[src/shared/watch_timer_pkg.sv]
`default_nettype none
package watch_timer_pkg;
  localparam logic [31:0] ctrl_wr_addr      = 32'hffff8610;
  localparam logic [31:0] ctrl_rd_addr      = 32'hffff8610;
  localparam logic [31:0] count_rd_addr     = 32'hffff8611;
  localparam logic [31:0] rstctl_wr_addr    = 32'hffff8612;
  localparam logic [31:0] rstctl_rd_addr    = 32'hffff8613;
  localparam logic [7:0]  key_count         = 8'h5a;
  localparam logic [7:0]  key_control       = 8'ha5;
  localparam logic [7:0]  count_reset       = 8'h00;
  localparam logic [7:0]  rstctl_reset      = 8'h1f;
  localparam logic [7:0]  flag_clear_data   = 8'h00;
  localparam logic [1:0]  ctrl_ones         = 2'h3;
  localparam logic [4:0]  rstctl_ones       = 5'h1f;
  localparam logic [2:0]  clock_sel_reset   = 3'h0;
  localparam int          flag_bit          = 7;
  localparam int          mode_bit          = 6;
  localparam int          enable_bit        = 5;
  localparam int          reset_enable_bit  = 6;
  localparam int          reset_type_bit    = 5;
  localparam int          prescale_width    = 13;
  localparam int          overflow_cycles   = 128;
  localparam int          chip_reset_cycles = 512;
  localparam int          pulse_width       = 10;
endpackage
`default_nettype wire

[src/rtl/watch_prescaler.sv]
`timescale 1ns/100ps
`default_nettype none
module watch_prescaler (
  input  wire logic       clk,
  input  wire logic       clear,
  input  wire logic [2:0] clock_divider_select,
  output logic            tick
);
  logic [watch_timer_pkg::prescale_width-1:0] div_reg;
  logic [watch_timer_pkg::prescale_width-1:0] mask;

  // The divider keeps running while the count is stopped, so changing the tap on the fly can give a short period.
  always_comb begin
    unique case (clock_divider_select)
      3'h0: mask = 13'h0001;
      3'h1: mask = 13'h003f;
      3'h2: mask = 13'h007f;
      3'h3: mask = 13'h00ff;
      3'h4: mask = 13'h01ff;
      3'h5: mask = 13'h03ff;
      3'h6: mask = 13'h0fff;
      3'h7: mask = 13'h1fff;
    endcase
  end

  assign tick = ((div_reg & mask) == mask);

  always_ff @(posedge clk) begin
    if (clear) begin
      div_reg <= '0;
    end else begin
      div_reg <= div_reg + 13'h0001;
    end
  end
endmodule // watch_prescaler
`default_nettype wire

[src/rtl/watch_pulse_stretch.sv]
`timescale 1ns/100ps
`default_nettype none
module watch_pulse_stretch #(
  parameter int cycles = watch_timer_pkg::overflow_cycles
) (
  input  wire logic clk,
  input  wire logic clear,
  input  wire logic start,
  output logic      active
);
  logic [watch_timer_pkg::pulse_width-1:0] left_reg;

  assign active = (left_reg != '0);

  always_ff @(posedge clk) begin
    if (clear) begin
      left_reg <= '0;
    end else if (start) begin
      left_reg <= (watch_timer_pkg::pulse_width)'(cycles);
    end else if (active) begin
      left_reg <= left_reg - 10'h001;
    end
  end
endmodule // watch_pulse_stretch
`default_nettype wire

[src/rtl/watch_timer.sv]
`timescale 1ns/100ps
`default_nettype none
// Operation
// Eight-bit readable writable up-counter counts selected clock taps while enabled.
// Counter wrap from ff to 00 raises overflow output or interval interrupt.
// Counter clears on power-on and when enable written 0; standby keeps it. Here standby clears enable, which zeroes the counter.
// External manual reset spares counter and control; watchdog manual reset clears them.
// Flag, mode, enable clear on power-on and standby; clock select survives standby.
// Interval flag sets on wrap in interval mode only.
// Interval flag clears by reading 1 then writing 0; only 0 writes act.
// Mode bit 0 gives interval interrupts, 1 gives watchdog overflow output.
// Enable 0 stops and holds counter at zero; 1 starts counting.
// Control bits 4 and 3 read as 1.
// Clock select codes pick divide by 2,64,128,256,512,1024,4096,8192.
// Reset control loads 1f on pin reset and standby, keeps on watchdog reset.
// Watchdog flag sets on watchdog-mode wrap; cleared by read 1 then write 0.
// Reset enable 0 resets only counter and control; 1 also resets chip.
// Reset type 0 requests power-on reset, 1 requests manual reset.
// Counter and control take word writes only; byte writes ignored.
// Shared write address: key 5a loads counter, key a5 loads control.
// Reset control written only by word write at its own address.
// Word a500 to reset control clears only the watchdog flag.
// Key 5a to reset control copies bits 6 and 5 only.
// Overflow output asserts for exactly 128 clock cycles on watchdog wrap.
// Chip reset request lasts 512 cycles, starting with the overflow output.
// All three registers read by byte, each at its own address.
// A counter write in the same cycle as an increment wins.
// Overflow output is active low and idles high.
module watch_timer (
  input  wire logic        clk,
  input  wire logic        reset_n,
  input  wire logic        external_reset_n,
  input  wire logic        external_manual_reset_n,
  input  wire logic        standby,
  input  wire logic [31:0] bus_addr,
  input  wire logic        bus_write,
  input  wire logic        bus_read,
  input  wire logic        bus_word,
  input  wire logic [15:0] bus_wdata,
  output logic      [7:0]  bus_rdata,
  output logic             overflow_out_n,
  output logic             interval_irq,
  output logic             chip_reset_power_on,
  output logic             chip_reset_manual
);
  logic [7:0] watchdog_count_reg;
  logic [7:0] watchdog_count_next;
  logic       interval_overflow_flag_reg;
  logic       mode_select_reg;
  logic       count_enable_reg;
  logic [2:0] clock_divider_select_reg;
  logic       watchdog_overflow_flag_reg;
  logic       chip_reset_enable_reg;
  logic       chip_reset_type_reg;
  logic       ovf_seen_reg;
  logic       watchdog_overflow_flag_seen_reg;
  logic       reset_type_latch_reg;
  logic [7:0] bus_rdata_reg;
  logic       ext_rst_meta_reg;
  logic       ext_rst_sync_reg;
  logic       sb_meta_reg;
  logic       sb_sync_reg;

  // External reset and standby pins are double registered; external manual reset is deliberately unused here.
  always_ff @(posedge clk) begin
    ext_rst_meta_reg <= external_reset_n;
    ext_rst_sync_reg <= ext_rst_meta_reg;
    sb_meta_reg      <= standby;
    sb_sync_reg      <= sb_meta_reg;
  end

  wire pin_reset   = !reset_n || !ext_rst_sync_reg;
  wire standby_now = sb_sync_reg;

  wire tick;
  wire overflow_active;
  wire chip_reset_active;

  wire wr_word      = bus_write && bus_word;
  wire key_is_count = (bus_wdata[15:8] == watch_timer_pkg::key_count);
  wire key_is_ctrl  = (bus_wdata[15:8] == watch_timer_pkg::key_control);
  wire wr_shared    = wr_word && (bus_addr == watch_timer_pkg::ctrl_wr_addr);
  wire wr_count     = wr_shared && key_is_count;
  wire wr_ctrl      = wr_shared && key_is_ctrl;
  wire wr_rst       = wr_word && (bus_addr == watch_timer_pkg::rstctl_wr_addr);
  wire wr_rst_bits  = wr_rst && key_is_count;
  wire wr_rst_clear = wr_rst && key_is_ctrl && (bus_wdata[7:0] == watch_timer_pkg::flag_clear_data);

  wire rd_byte  = bus_read && !bus_word;
  wire rd_ctrl  = rd_byte && (bus_addr == watch_timer_pkg::ctrl_rd_addr);
  wire rd_count = rd_byte && (bus_addr == watch_timer_pkg::count_rd_addr);
  wire rd_rst   = rd_byte && (bus_addr == watch_timer_pkg::rstctl_rd_addr);

  wire step     = count_enable_reg && tick;
  wire wrap     = step && !wr_count && (watchdog_count_reg == 8'hff);
  wire wd_wrap  = wrap && mode_select_reg;
  wire int_wrap = wrap && !mode_select_reg;

  // Watchdog-generated reset of counter and control happens even with chip reset disabled.
  wire wd_clear = wd_wrap;

  wire [7:0] ctrl_view = {interval_overflow_flag_reg, mode_select_reg, count_enable_reg,
                          watch_timer_pkg::ctrl_ones, clock_divider_select_reg};
  wire [7:0] rst_view  = {watchdog_overflow_flag_reg, chip_reset_enable_reg, chip_reset_type_reg,
                          watch_timer_pkg::rstctl_ones};

  wire       ctrl_to_zero = wr_ctrl && !bus_wdata[watch_timer_pkg::enable_bit];
  wire       ovf_clear    = wr_ctrl && ovf_seen_reg && !bus_wdata[watch_timer_pkg::flag_bit];
  wire       watchdog_overflow_flag_clear   = wr_rst_clear && watchdog_overflow_flag_seen_reg;

  watch_prescaler prescaler_inst (
    .clk                  (clk),
    .clear                (pin_reset),
    .clock_divider_select (clock_divider_select_reg),
    .tick                 (tick)
  );

  watch_pulse_stretch #(
    .cycles (watch_timer_pkg::overflow_cycles)
  ) overflow_pulse_inst (
    .clk    (clk),
    .clear  (pin_reset),
    .start  (wd_wrap),
    .active (overflow_active)
  );

  watch_pulse_stretch #(
    .cycles (watch_timer_pkg::chip_reset_cycles)
  ) chip_reset_pulse_inst (
    .clk    (clk),
    .clear  (pin_reset),
    .start  (wd_wrap && chip_reset_enable_reg),
    .active (chip_reset_active)
  );

  always_comb begin
    watchdog_count_next = watchdog_count_reg;
    if (wr_count) begin
      watchdog_count_next = bus_wdata[7:0];
    end else if (step) begin
      watchdog_count_next = watchdog_count_reg + 8'h01;
    end
    if (!count_enable_reg || ctrl_to_zero || wd_clear) begin
      watchdog_count_next = watch_timer_pkg::count_reset;
    end
  end

  always_ff @(posedge clk) begin
    if (!reset_n || wd_clear) begin
      watchdog_count_reg <= watch_timer_pkg::count_reset;
    end else begin
      watchdog_count_reg <= watchdog_count_next;
    end
  end

  // Standby clears the run fields but not the clock select, so recovery counts at the rate chosen before.
  wire ctrl_hard_clear = !reset_n || wd_clear;
  wire ctrl_run_clear  = ctrl_hard_clear || standby_now;
  wire rst_ctl_clear   = pin_reset || standby_now;

  // The set of the flag outranks a software clear in the same cycle, so no wrap is lost to a clearing write.
  always_ff @(posedge clk) begin
    if (ctrl_run_clear) begin
      interval_overflow_flag_reg <= 1'b0;
    end else if (int_wrap) begin
      interval_overflow_flag_reg <= 1'b1;
    end else if (ovf_clear) begin
      interval_overflow_flag_reg <= 1'b0;
    end
  end

  always_ff @(posedge clk) begin
    if (ctrl_run_clear) begin
      mode_select_reg  <= 1'b0;
      count_enable_reg <= 1'b0;
    end else if (wr_ctrl) begin
      mode_select_reg  <= bus_wdata[watch_timer_pkg::mode_bit];
      count_enable_reg <= bus_wdata[watch_timer_pkg::enable_bit];
    end
  end

  always_ff @(posedge clk) begin
    if (ctrl_hard_clear) begin
      clock_divider_select_reg <= watch_timer_pkg::clock_sel_reset;
    end else if (wr_ctrl && !standby_now) begin
      clock_divider_select_reg <= bus_wdata[2:0];
    end
  end

  // Reset control survives the watchdog's own reset, so software can still see why the chip restarted.
  always_ff @(posedge clk) begin
    if (rst_ctl_clear) begin
      watchdog_overflow_flag_reg <= watch_timer_pkg::rstctl_reset[7];
    end else if (wd_wrap) begin
      watchdog_overflow_flag_reg <= 1'b1;
    end else if (watchdog_overflow_flag_clear) begin
      watchdog_overflow_flag_reg <= 1'b0;
    end
  end

  always_ff @(posedge clk) begin
    if (rst_ctl_clear) begin
      chip_reset_enable_reg <= watch_timer_pkg::rstctl_reset[6];
      chip_reset_type_reg   <= watch_timer_pkg::rstctl_reset[5];
    end else if (wr_rst_bits) begin
      chip_reset_enable_reg <= bus_wdata[watch_timer_pkg::reset_enable_bit];
      chip_reset_type_reg   <= bus_wdata[watch_timer_pkg::reset_type_bit];
    end
  end

  // A flag read as 1 arms the clear; a write attempt disarms it, so a blind write of 0 never clears.
  always_ff @(posedge clk) begin
    if (pin_reset) begin
      ovf_seen_reg <= 1'b0;
    end else if (rd_ctrl) begin
      ovf_seen_reg <= interval_overflow_flag_reg;
    end else if (wr_ctrl) begin
      ovf_seen_reg <= 1'b0;
    end
  end

  always_ff @(posedge clk) begin
    if (pin_reset) begin
      watchdog_overflow_flag_seen_reg <= 1'b0;
    end else if (rd_rst) begin
      watchdog_overflow_flag_seen_reg <= watchdog_overflow_flag_reg;
    end else if (wr_rst_clear) begin
      watchdog_overflow_flag_seen_reg <= 1'b0;
    end
  end

  // The reset type is frozen at the wrap so a later write cannot change a pulse in flight.
  always_ff @(posedge clk) begin
    if (pin_reset) begin
      reset_type_latch_reg <= 1'b0;
    end else if (wd_wrap) begin
      reset_type_latch_reg <= chip_reset_type_reg;
    end
  end

  // Word reads and unmapped addresses return zero rather than stale data.
  wire [7:0] rdata_next = rd_ctrl  ? ctrl_view :
                          rd_count ? watchdog_count_reg :
                          rd_rst   ? rst_view :
                          8'h00;

  always_ff @(posedge clk) begin
    if (!reset_n) begin
      bus_rdata_reg <= 8'h00;
    end else begin
      bus_rdata_reg <= rdata_next;
    end
  end

  assign bus_rdata           = bus_rdata_reg;
  assign overflow_out_n      = !overflow_active;
  assign interval_irq        = interval_overflow_flag_reg;
  assign chip_reset_power_on = chip_reset_active && !reset_type_latch_reg;
  assign chip_reset_manual   = chip_reset_active && reset_type_latch_reg;
endmodule // watch_timer
`default_nettype wire

[config.mk]
export PLATFORM = sky130hd
export DESIGN_NAME = watch_timer
export DESIGN_NICKNAME = d
export VERILOG_FILES = /design/src/shared/watch_timer_pkg.sv /design/src/rtl/watch_prescaler.sv /design/src/rtl/watch_pulse_stretch.sv /design/src/rtl/watch_timer.sv
export SDC_FILE = /design/constraint.sdc
export NUM_CORES = 1
export LEC_CHECK = 0
export BUFFER_PORTS_ARGS = -buffer_cell sky130_fd_sc_hd__buf_2
export CAP_MARGIN = 20
export CORE_MARGIN = 5
export CORE_UTILIZATION = 55
export DETAILED_ROUTE_END_ITERATION = 12
export GPL_ROUTABILITY_DRIVEN = 0
export PLACE_DENSITY = 0.79
export SLEW_MARGIN = 30
export SYNTH_ARGS = -nofsm -noshare
export SYNTH_HDL_FRONTEND = slang
export SYNTH_SLANG_ARGS = --single-unit
[constraint.sdc]
create_clock -name clk -period 3.3 [get_ports clk]
set_input_delay 0.825 -clock clk [delete_from_list [all_inputs] [get_ports clk]]
set_output_delay 0.825 -clock clk [all_outputs]
set_load 0.01 [all_outputs]
==> results of run 1 <==
## cell families (layout without fill, tap and decap cells)
| kind of cell | count (synthesis) | in the layout | synth area share (%) |
|---|---|---|---|
| adders and majority gates | 5 | 5 | 1.821 |
| muxes | 12 | 12 | 3.533 |
| buffers and inverters | 24 | 97 | 3.132 |
| and+or+nand+nor | 185 | 185 | 32.37 |
| AOI/OAI and AO/OA | 48 | 48 | 9.541 |
| xor gates and xnor gates | 30 | 30 | 7.647 |
| DFF | 72 | 72 | 41.95 |
## area by class of cell
type	instances	area, µm²
Inverter	8	30.03
Multi-Input combinational cell	280	1887
Clock buffer	11	141.4
Timing Repair Buffer	73	382.9
Clock inverter	5	103.9
Sequential cell	72	1441
Tap cell	75	93.84
Fill cell	493	1911
## through the flow
| step | utilization [%] | hold slack [ns] | setup slack (ns) | area [µm²] |
|---|---|---|---|---|
| after floorplan | - | 0.3096 | 0.6880 | 3436 |
| after global placement | 64.01 | 0.3096 | 0.4221 | 3835 |
| after detailed placement | 64.01 | 0.3138 | 0.3850 | 3835 |
| after CTS | 68.11 | 0.3313 | 0.6242 | 4080 |
| after global routing | 68.11 | 0.3409 | 0.4769 | 4080 |
| final | 68.11 | 0.3298 | 0.6469 | 4080 |
## worst max path at each step
stage	start	to	slack (ns)	cells past startpoint
CTS	overflow_pulse_inst.left_reg[0]	overflow_out_n	0.62	6
floorplan	bus_addr[13]	chip_reset_pulse_inst.left_reg[0]	0.69	8
global route	overflow_pulse_inst.left_reg[0]	overflow_out_n	0.48	6
detailed placement	bus_addr[7]	watchdog_overflow_flag_reg	0.38	7
global placement	bus_addr[13]	watchdog_overflow_flag_reg	0.42	7
finish	overflow_pulse_inst.left_reg[0]	overflow_out_n	0.65	6
## synthesized netlist by cell type (all sizes together), types with 10 or more instances
cell	n
dfxtp	72
clkbuf	10
nor2	39
nand3	14
mux2i	11
xnor2	14
a21oi	14
nand2	26
nand4	14
a211oi	14
nor3	33
xor2	16
## worst max-delay path: stages (launching register included)
cell and delay, ns:
dfxtp_1 0.34, inv_1 0.06, ha_1 0.22, nor3b_1 0.34
nand3_1 0.29, inv_1 0.10, buf_2 0.13
## power breakdown
group	total, W	switching, W	leakage [nW]	internal (W)
Combinational	0.0000743	0.0000408	0.910	0.0000334
Sequential	0.000877	0.00000485	0.581	0.000872
Clock	0.000856	0.000333	0.124	0.000523
## cells in the final DEF (no fill, tap or decap), types with 2 or more instances in the layout
master	Yosys	final
nand4b_1	2	2
nand2b_1	3	3
nor4bb_1	4	4
mux2i_1	11	11
nor2b_1	6	6
and2_1	4	4
ha_1	5	5
nand3_1	14	14
nor2_1	39	39
or3_1	5	5
o21a_1	2	2
clkbuf_8	0	10
dfxtp_1	72	72
bufinv_16	0	3
nor3_1	23	23
nand4_1	13	13
o211ai_1	2	2
xnor2_1	14	14
and4_1	3	3
or4_1	4	4
xor2_1	16	16
a2111oi_0	2	2
nand2_1	26	26
a211oi_1	13	13
o21ai_0	7	7
nor3_2	10	10
buf_4	1	7
inv_1	8	8
a21oi_1	14	14
nor4_1	6	6
buf_2	3	66
nor3b_1	3	3
nor4b_1	3	3
and3_1	8	8
## per-layer routing
layer / global-route usage (%) / up-vias / routed length [µm]
met5: 0 / - / 0
met1: 27.33 / 1377 / 3540
met4: 9.472 / 0 / 172
met2: 33.81 / 107 / 3587
li1: - / 1502 / -
met3: 5.253 / 15 / 560
==> metrics, run 1 <==
status=finished clean; initial antenna violation count=0; Synth area leader=dfxtp_1; drt wl/cell=15.00 µm; postcts setup bufs=0; Die Ht=89.04 µm; max reg flops=13; Max VDD drop=between 0.2 and 0.3 mV; Layout Nets=505; HP Class=flip-flop to flip-flop; Final TNS setup=0 ns; maximum clock insertion buffer count=2; Clock Skews=0.008015 ns; Total Power=0.001807 W; Yosys warnings=0; relative slew slack=45.39%; clk_lat worst skew=between 0.3 and 0.4 ns; Initial DRC Count=roughly 170; CTS Root Cell=clkbuf_8; Top FF cell, synth=dfxtp_1; vias in the first global route=roughly 3000; Worst Hold Path Cells=0; Fmax=~0.38 GHz; Syn-to-layout area delta=18.75%; type of the worst setup path=flip-flop to primary output; Post-Syn Area per Cell=between 9 and 10 µm²; total wire length=7860 µm; Worst R2R Setup Slack=~0.75 ns; FFs w/ async S/R, synth=0%; final std cells w/o fill=524; Synth area leaders=dfxtp_1 42%, nor2_1 4.3%, xor2_1 4.1%; Sink Count=72; Tmin final=roughly 2.7 ns; Initial Utilization=57.35%; Reg2Reg Depth=6; Tot GR Track Use=about a fifth; Placed Cells=about 510; Final period util=approximately four fifths; Reg-to-Reg Start=count_enable_reg; Worst Path Required=between 2 and 2.5 ns; cell area after synthesis=3436 µm²; #FFs+latches synth=72; Distinct cells, synth=54; PwrDens=442.9 nW/µm²; clock-pin slew on the worst setup and hold paths=approximately 0.080 ns; first-pass GRT wire length=roughly 13000 µm; DRC errors left=0; Yosys top cell area share=between 40% and 50%; I/O pins=68; Worst-Margin Slew=roughly 0.82 ns; antenna fix cells=0; reg2reg end=prescaler_inst.mask[6]; gr ovfl total=0; CP Data Arrival Time=~1.8 ns; maxcap violations=0; Core Rows=28; via count=between 3000 and 4000; Core Area=~6000 µm²; CP Max Fanout=7; critical path startpoint category=flip-flop; H-tree Lvls=3; post-synthesis cell count=~380; Final Slew Violations=0; CP endpoint kind=primary output; DP Wirelength=around 5700 µm; Synthesized Nets=437; Buffers on Ports=66; Resized Gates After CTS=0; EDFF count, synth=0; Pre-antenna DRT Iters=4; RSZ-0062 raised after global routing=false; WHS Endpoint=sb_sync_reg; # hold bufs at CTS=0; total CTS buffers=9; via/cell ratio=5.727; count of final hold-check violations=0; Leak Pwr=1.615 nW; largest net degree at the start of global routing=24; Die Wd=89.04 µm; Post-DRT Antenna Nets=0; min-delay src=sb_meta_reg; fraction of layout cells with a size suffix above 1=approximately a quarter; Die Area=~7900 µm²; Seq/Total Area, Yosys=between 40% and 50%; CTS tree=yes; setup violators final=0
No activity file was read; power rests on OpenSTA's default activity.
==> run 2, diff against run 1 <==
- clock period: 3.3 -> 2.6 ns (I/O delays scaled with it)
==> metrics, run 2 (same netlist as run 1, synthesis figures left out) <==
total wire length=7642 µm; critical path startpoint category=flip-flop; type of the worst setup path=flip-flop to primary output; CP max stage cell=or4_1; Tot GR Track Use=roughly a fifth; setup violators final=0; most frequent cells in the layout=72 x dfxtp_1, 66 x buf_2, 39 x nor2_1; Critical path buffers and inverters=1; Pre-antenna DRT Iters=4; Die Area=7927 µm²; switching fraction of total power=between 20 and 25%; Max VDD drop=0.3119 mV; Buffers on Ports=66; Worst R2R Setup Slack=about 0.27 ns; Final period util=between 90% and 100%; FILL cells=about 470; PwrDens=around 470 nW/µm²; Die Ht=a little under 90 µm; switching power=around 0.00044 W; Clock Skews=approximately 0.0076 ns; CP Data Arrival Time=1.74 ns; clock-pin slew on the worst setup and hold paths=around 0.070 ns; total CTS buffers=9; Comb power frac=under 10%; CP Cell Sequence=or4_1 -> nor3b_2 -> nor2b_1 -> buf_2; Die Wd=89.04 µm; Initial Utilization=about 57%; Core Rows=28; CTS Root Cell=clkbuf_8; register area=around 1400 µm²; Core Area=roughly 6000 µm²; sequential share of power=between 50 and 60%; H-tree Lvls=3; Tmin final=2.394 ns; drt wl/cell=roughly 14 µm; I/O pins=just under 70; Total Power=0.001930 W; max reg flops=13; Initial DRC Count=around 140; Worst Hold Path Cells=0; DP Wirelength=between 5000 and 6000 µm; maxcap violations=0; stages on the worst setup path=4; CP max stage delay=roughly 0.6 ns; gr ovfl total=0; Final TNS setup=0 ns; Reg2Reg Depth=6; Final Slew Violations=0; CP Max Fanout=4; Leak Pwr=1.623 nW; CTS tree=yes; count of final hold-check violations=0; fraction of layout cells with a size suffix above 1=about a quarter; commonest non-fill, non-tap cell in the layout=dfxtp_1; Layout Nets=between 500 and 600; final worst hold slack=0.3303 ns; antenna fix cells=0; RSZ-0062 raised after global routing=false; maximum clock insertion buffer count=2; DRC errors left=0; initial antenna violation count=0; relative slew slack=between 60 and 70%; status=finished clean; Worst-Margin Slew=roughly 0.53 ns; vias in the first global route=2972; via/cell ratio=~5.7; Fmax=0.4177 GHz; largest net degree at the start of global routing=22; Post-DRT Antenna Nets=0; Sink Count=72; Worst path top cell family by delay=simple AND/OR/NAND/NOR gates; Worst Path Required=between 1.5 and 2 ns; Internal=about 0.0015 W; via count=roughly 3000; clk_lat worst skew=roughly 0.33 ns; area of the multi-input gates=approximately 1900 µm²; HP Class=flip-flop to flip-flop; CP endpoint kind=primary output; clock power share=roughly 37%; first-pass GRT wire length=13080 µm; Syn-to-layout area delta=18.46%
[run 2: power by group through the flow]
| stage | combinational (W) | sequential [W] | clock, W |
|---|---|---|---|
| floorplan | 0.0000395 | 0.00113 | 0 |
| global route | 0.000107 | 0.00111 | 0.000790 |
| finish | 0.0000969 | 0.00111 | 0.000721 |
| detailed placement | 0.0000962 | 0.00114 | 0 |
| CTS | 0.0000967 | 0.00111 | 0.000738 |
| global placement | 0.0000943 | 0.00114 | 0 |
[run 2: per-layer routing]
layer / vias to the layer above / track usage [%] / part of all wire (%)
met5: - / 0 / 0
met4: 0 / 7.713 / 1.3
met3: 8 / 5.161 / 6.2
met2: 87 / 34.95 / 48
met1: 1399 / 26.55 / 45
li1: 1523 / - / -
[run 2: area by class of cell]
| cell class | instances | area share [%] |
|---|---|---|
| Clock inverter | 4 | 0.5533 |
| Inverter | 8 | 0.7378 |
| Tap cell | 75 | 2.306 |
| Clock buffer | 11 | 3.228 |
| Timing Repair Buffer | 83 | 11.25 |
| Multi-Input combinational cell | 280 | 46.51 |
| Sequential cell | 72 | 35.41 |
[run 2: path summary, 6_finish.rpt]
| check | from | end |
|---|---|---|
| setup reg to reg | prescaler_inst.div_reg[7] | chip_reset_pulse_inst.left_reg[1] |
| setup / recovery | chip_reset_pulse_inst.left_reg[4] | chip_reset_manual |
| hold reg to reg | sb_meta_reg | sb_sync_reg |
| hold / removal | sb_meta_reg | sb_sync_reg |
[run 2: stage by stage]
step                      worst slack (ns)  instances  area (µm²)  utilization (%)
after floorplan                     0.1630        376        3436                -
after global placement            0.009081        518        3910            65.27
after detailed placement          -0.04194        518        3910            65.27
after CTS                           0.1736        533        4064            67.84
after global routing                0.1061        533        4070            67.94
final                               0.2060        533        4070            67.94
[run 2: timing repair]
action / 4_1_cts / 5_1_grt
hold buffers: 0 / 0
setup buffers: 0 / 0
setup endpoints to repair: 0 / 1
resized for setup: 0 / 1
==> run 3, diff against run 2 <==
- CORE_ASPECT_RATIO: default -> 1.1
==> metrics, run 3 (same netlist as run 1, synthesis figures left out) <==
DRC errors left=0; relative slew slack=approximately 64%; Top cell by count, worst path=inv_1; CP max stage delay=0.34 ns; HP Class=flip-flop to flip-flop; CP Data Arrival Time=around 1.8 ns; PwrDens=508.9 nW/µm²; Placement Setup Slack=-0.1247 ns; Critical path buffers and inverters=3; via count=3037; Clock Skews=approximately 0.011 ns; postcts setup bufs=0; vias in the first global route=roughly 3000; drt wl/cell=~14 µm; Layout Nets=512; CP Max Fanout=7; CP max stage cell=dfxtp_1; # hold bufs at CTS=0; clock-pin slew on the worst setup and hold paths=0.07 ns; Tmin final=2.467 ns; Initial DRC Count=207; Core Area=6118 µm²; Initial Utilization=roughly 56%; Resized Gates After CTS=0; setup violators final=0; DP Wirelength=~6000 µm; Die Wd=~85 µm; final worst hold slack=~0.33 ns; maxcap violations=0; Fmax=0.4053 GHz; CTS tree=yes; Syn-to-layout area delta=18.97%; Post-DP Area=around 3900 µm²; Leak Pwr=around 1.6 nW; status=finished clean; total CTS buffers=9; Core Rows=30; Sink Count=72; Max VDD drop=~0.31 mV; Pre-antenna DRT Iters=5; maximum clock insertion buffer count=2; fin area=4088 µm²; final setup margin=between 0.1 and 0.15 ns; Die Area=a little under 8000 µm²; gr ovfl total=0; CTS Root Cell=clkbuf_8; Post-DRT Antenna Nets=0; antenna fix cells=0; via/cell ratio=between 5 and 6; total wire length=between 7000 and 8000 µm; Final Slew Violations=0; RSZ-0062 raised after global routing=false; type of the worst setup path=flip-flop to primary output; fraction of layout cells with a size suffix above 1=approximately 25%; most frequent cells in the layout=72 x dfxtp_1, 66 x buf_2, 39 x nor2_1; Final period util=a little over nine tenths; Buffers on Ports=66; H-tree Lvls=3; clk_lat worst skew=~0.35 ns; Die Ht=92.90 µm; critical path startpoint category=flip-flop; Worst path top cell family by delay=simple AND/OR/NAND/NOR gates; initial antenna violation count=0; Tot GR Track Use=a little over 20%; first-pass GRT wire length=about 13000 µm; max reg flops=13; largest net degree at the start of global routing=34; CP endpoint kind=primary output; Worst-Margin Slew=between 0.5 and 0.6 ns; commonest non-fill, non-tap cell in the layout=dfxtp_1; count of final hold-check violations=0; Worst Path Required=~2.0 ns; I/O pins=68; CP Cell Sequence=inv_1 -> ha_1 -> nor3b_1 -> nand3_1 -> inv_1 -> buf_2
## run 3: changes by cell type in the layout (fill, tap and decap cells not counted)
cell	before	now
buf_4	17	14
bufinv_16	0	1
clkbuf_1	2	0
clkbuf_8	9	10
clkinv_2	3	2
inv_6	0	1
nor4b_1	2	3
nor4b_2	1	0
## run 3: final timing paths
path	endpoint	depth (start not counted)	start	slack (ns)
setup / recovery	overflow_out_n	6	overflow_pulse_inst.left_reg[0]	0.13
hold / removal	sb_sync_reg	0	sb_meta_reg	0.33
setup reg to reg	chip_reset_pulse_inst.left_reg[4]	6	count_enable_reg	0.14
hold reg to reg	sb_sync_reg	0	sb_meta_reg	0.33
## run 3: area by class of cell
type	count	area, µm²
Multi-Input combinational cell	280	1887
Inverter	8	30.03
Tap cell	80	100.1
Clock inverter	5	56.30
Timing Repair Buffer	80	435.4
Fill cell	496	2031
Clock buffer	10	137.6
Sequential cell	72	1441
## run 3: power by group
part	switching (W)	internal, W	total [W]	leakage [nW]
combinational	0.0000505	0.0000433	0.0000938	0.944
sequential	0.00000588	0.00111	0.00111	0.581
clock	0.000410	0.000464	0.000874	0.0985
## run 3: layer usage
layer | wire length, µm | track usage (%)
met5 | 0 | 0
met4 | 192 | 8.575
met3 | 592 | 6.139
met2 | 3700 | 34.46
met1 | 3214 | 24.50
## run 3: metrics by stage
step	setup TNS (ns)	total power (W)	std cells	utilization (%)
after floorplan	0	0.001174	376	-
after global placement	-0.07314	0.001230	520	63.64
after detailed placement	-0.3886	0.001232	520	63.64
after CTS	0	0.002101	535	66.81
after global routing	0	0.002160	535	66.81
final	0	0.002080	535	66.81
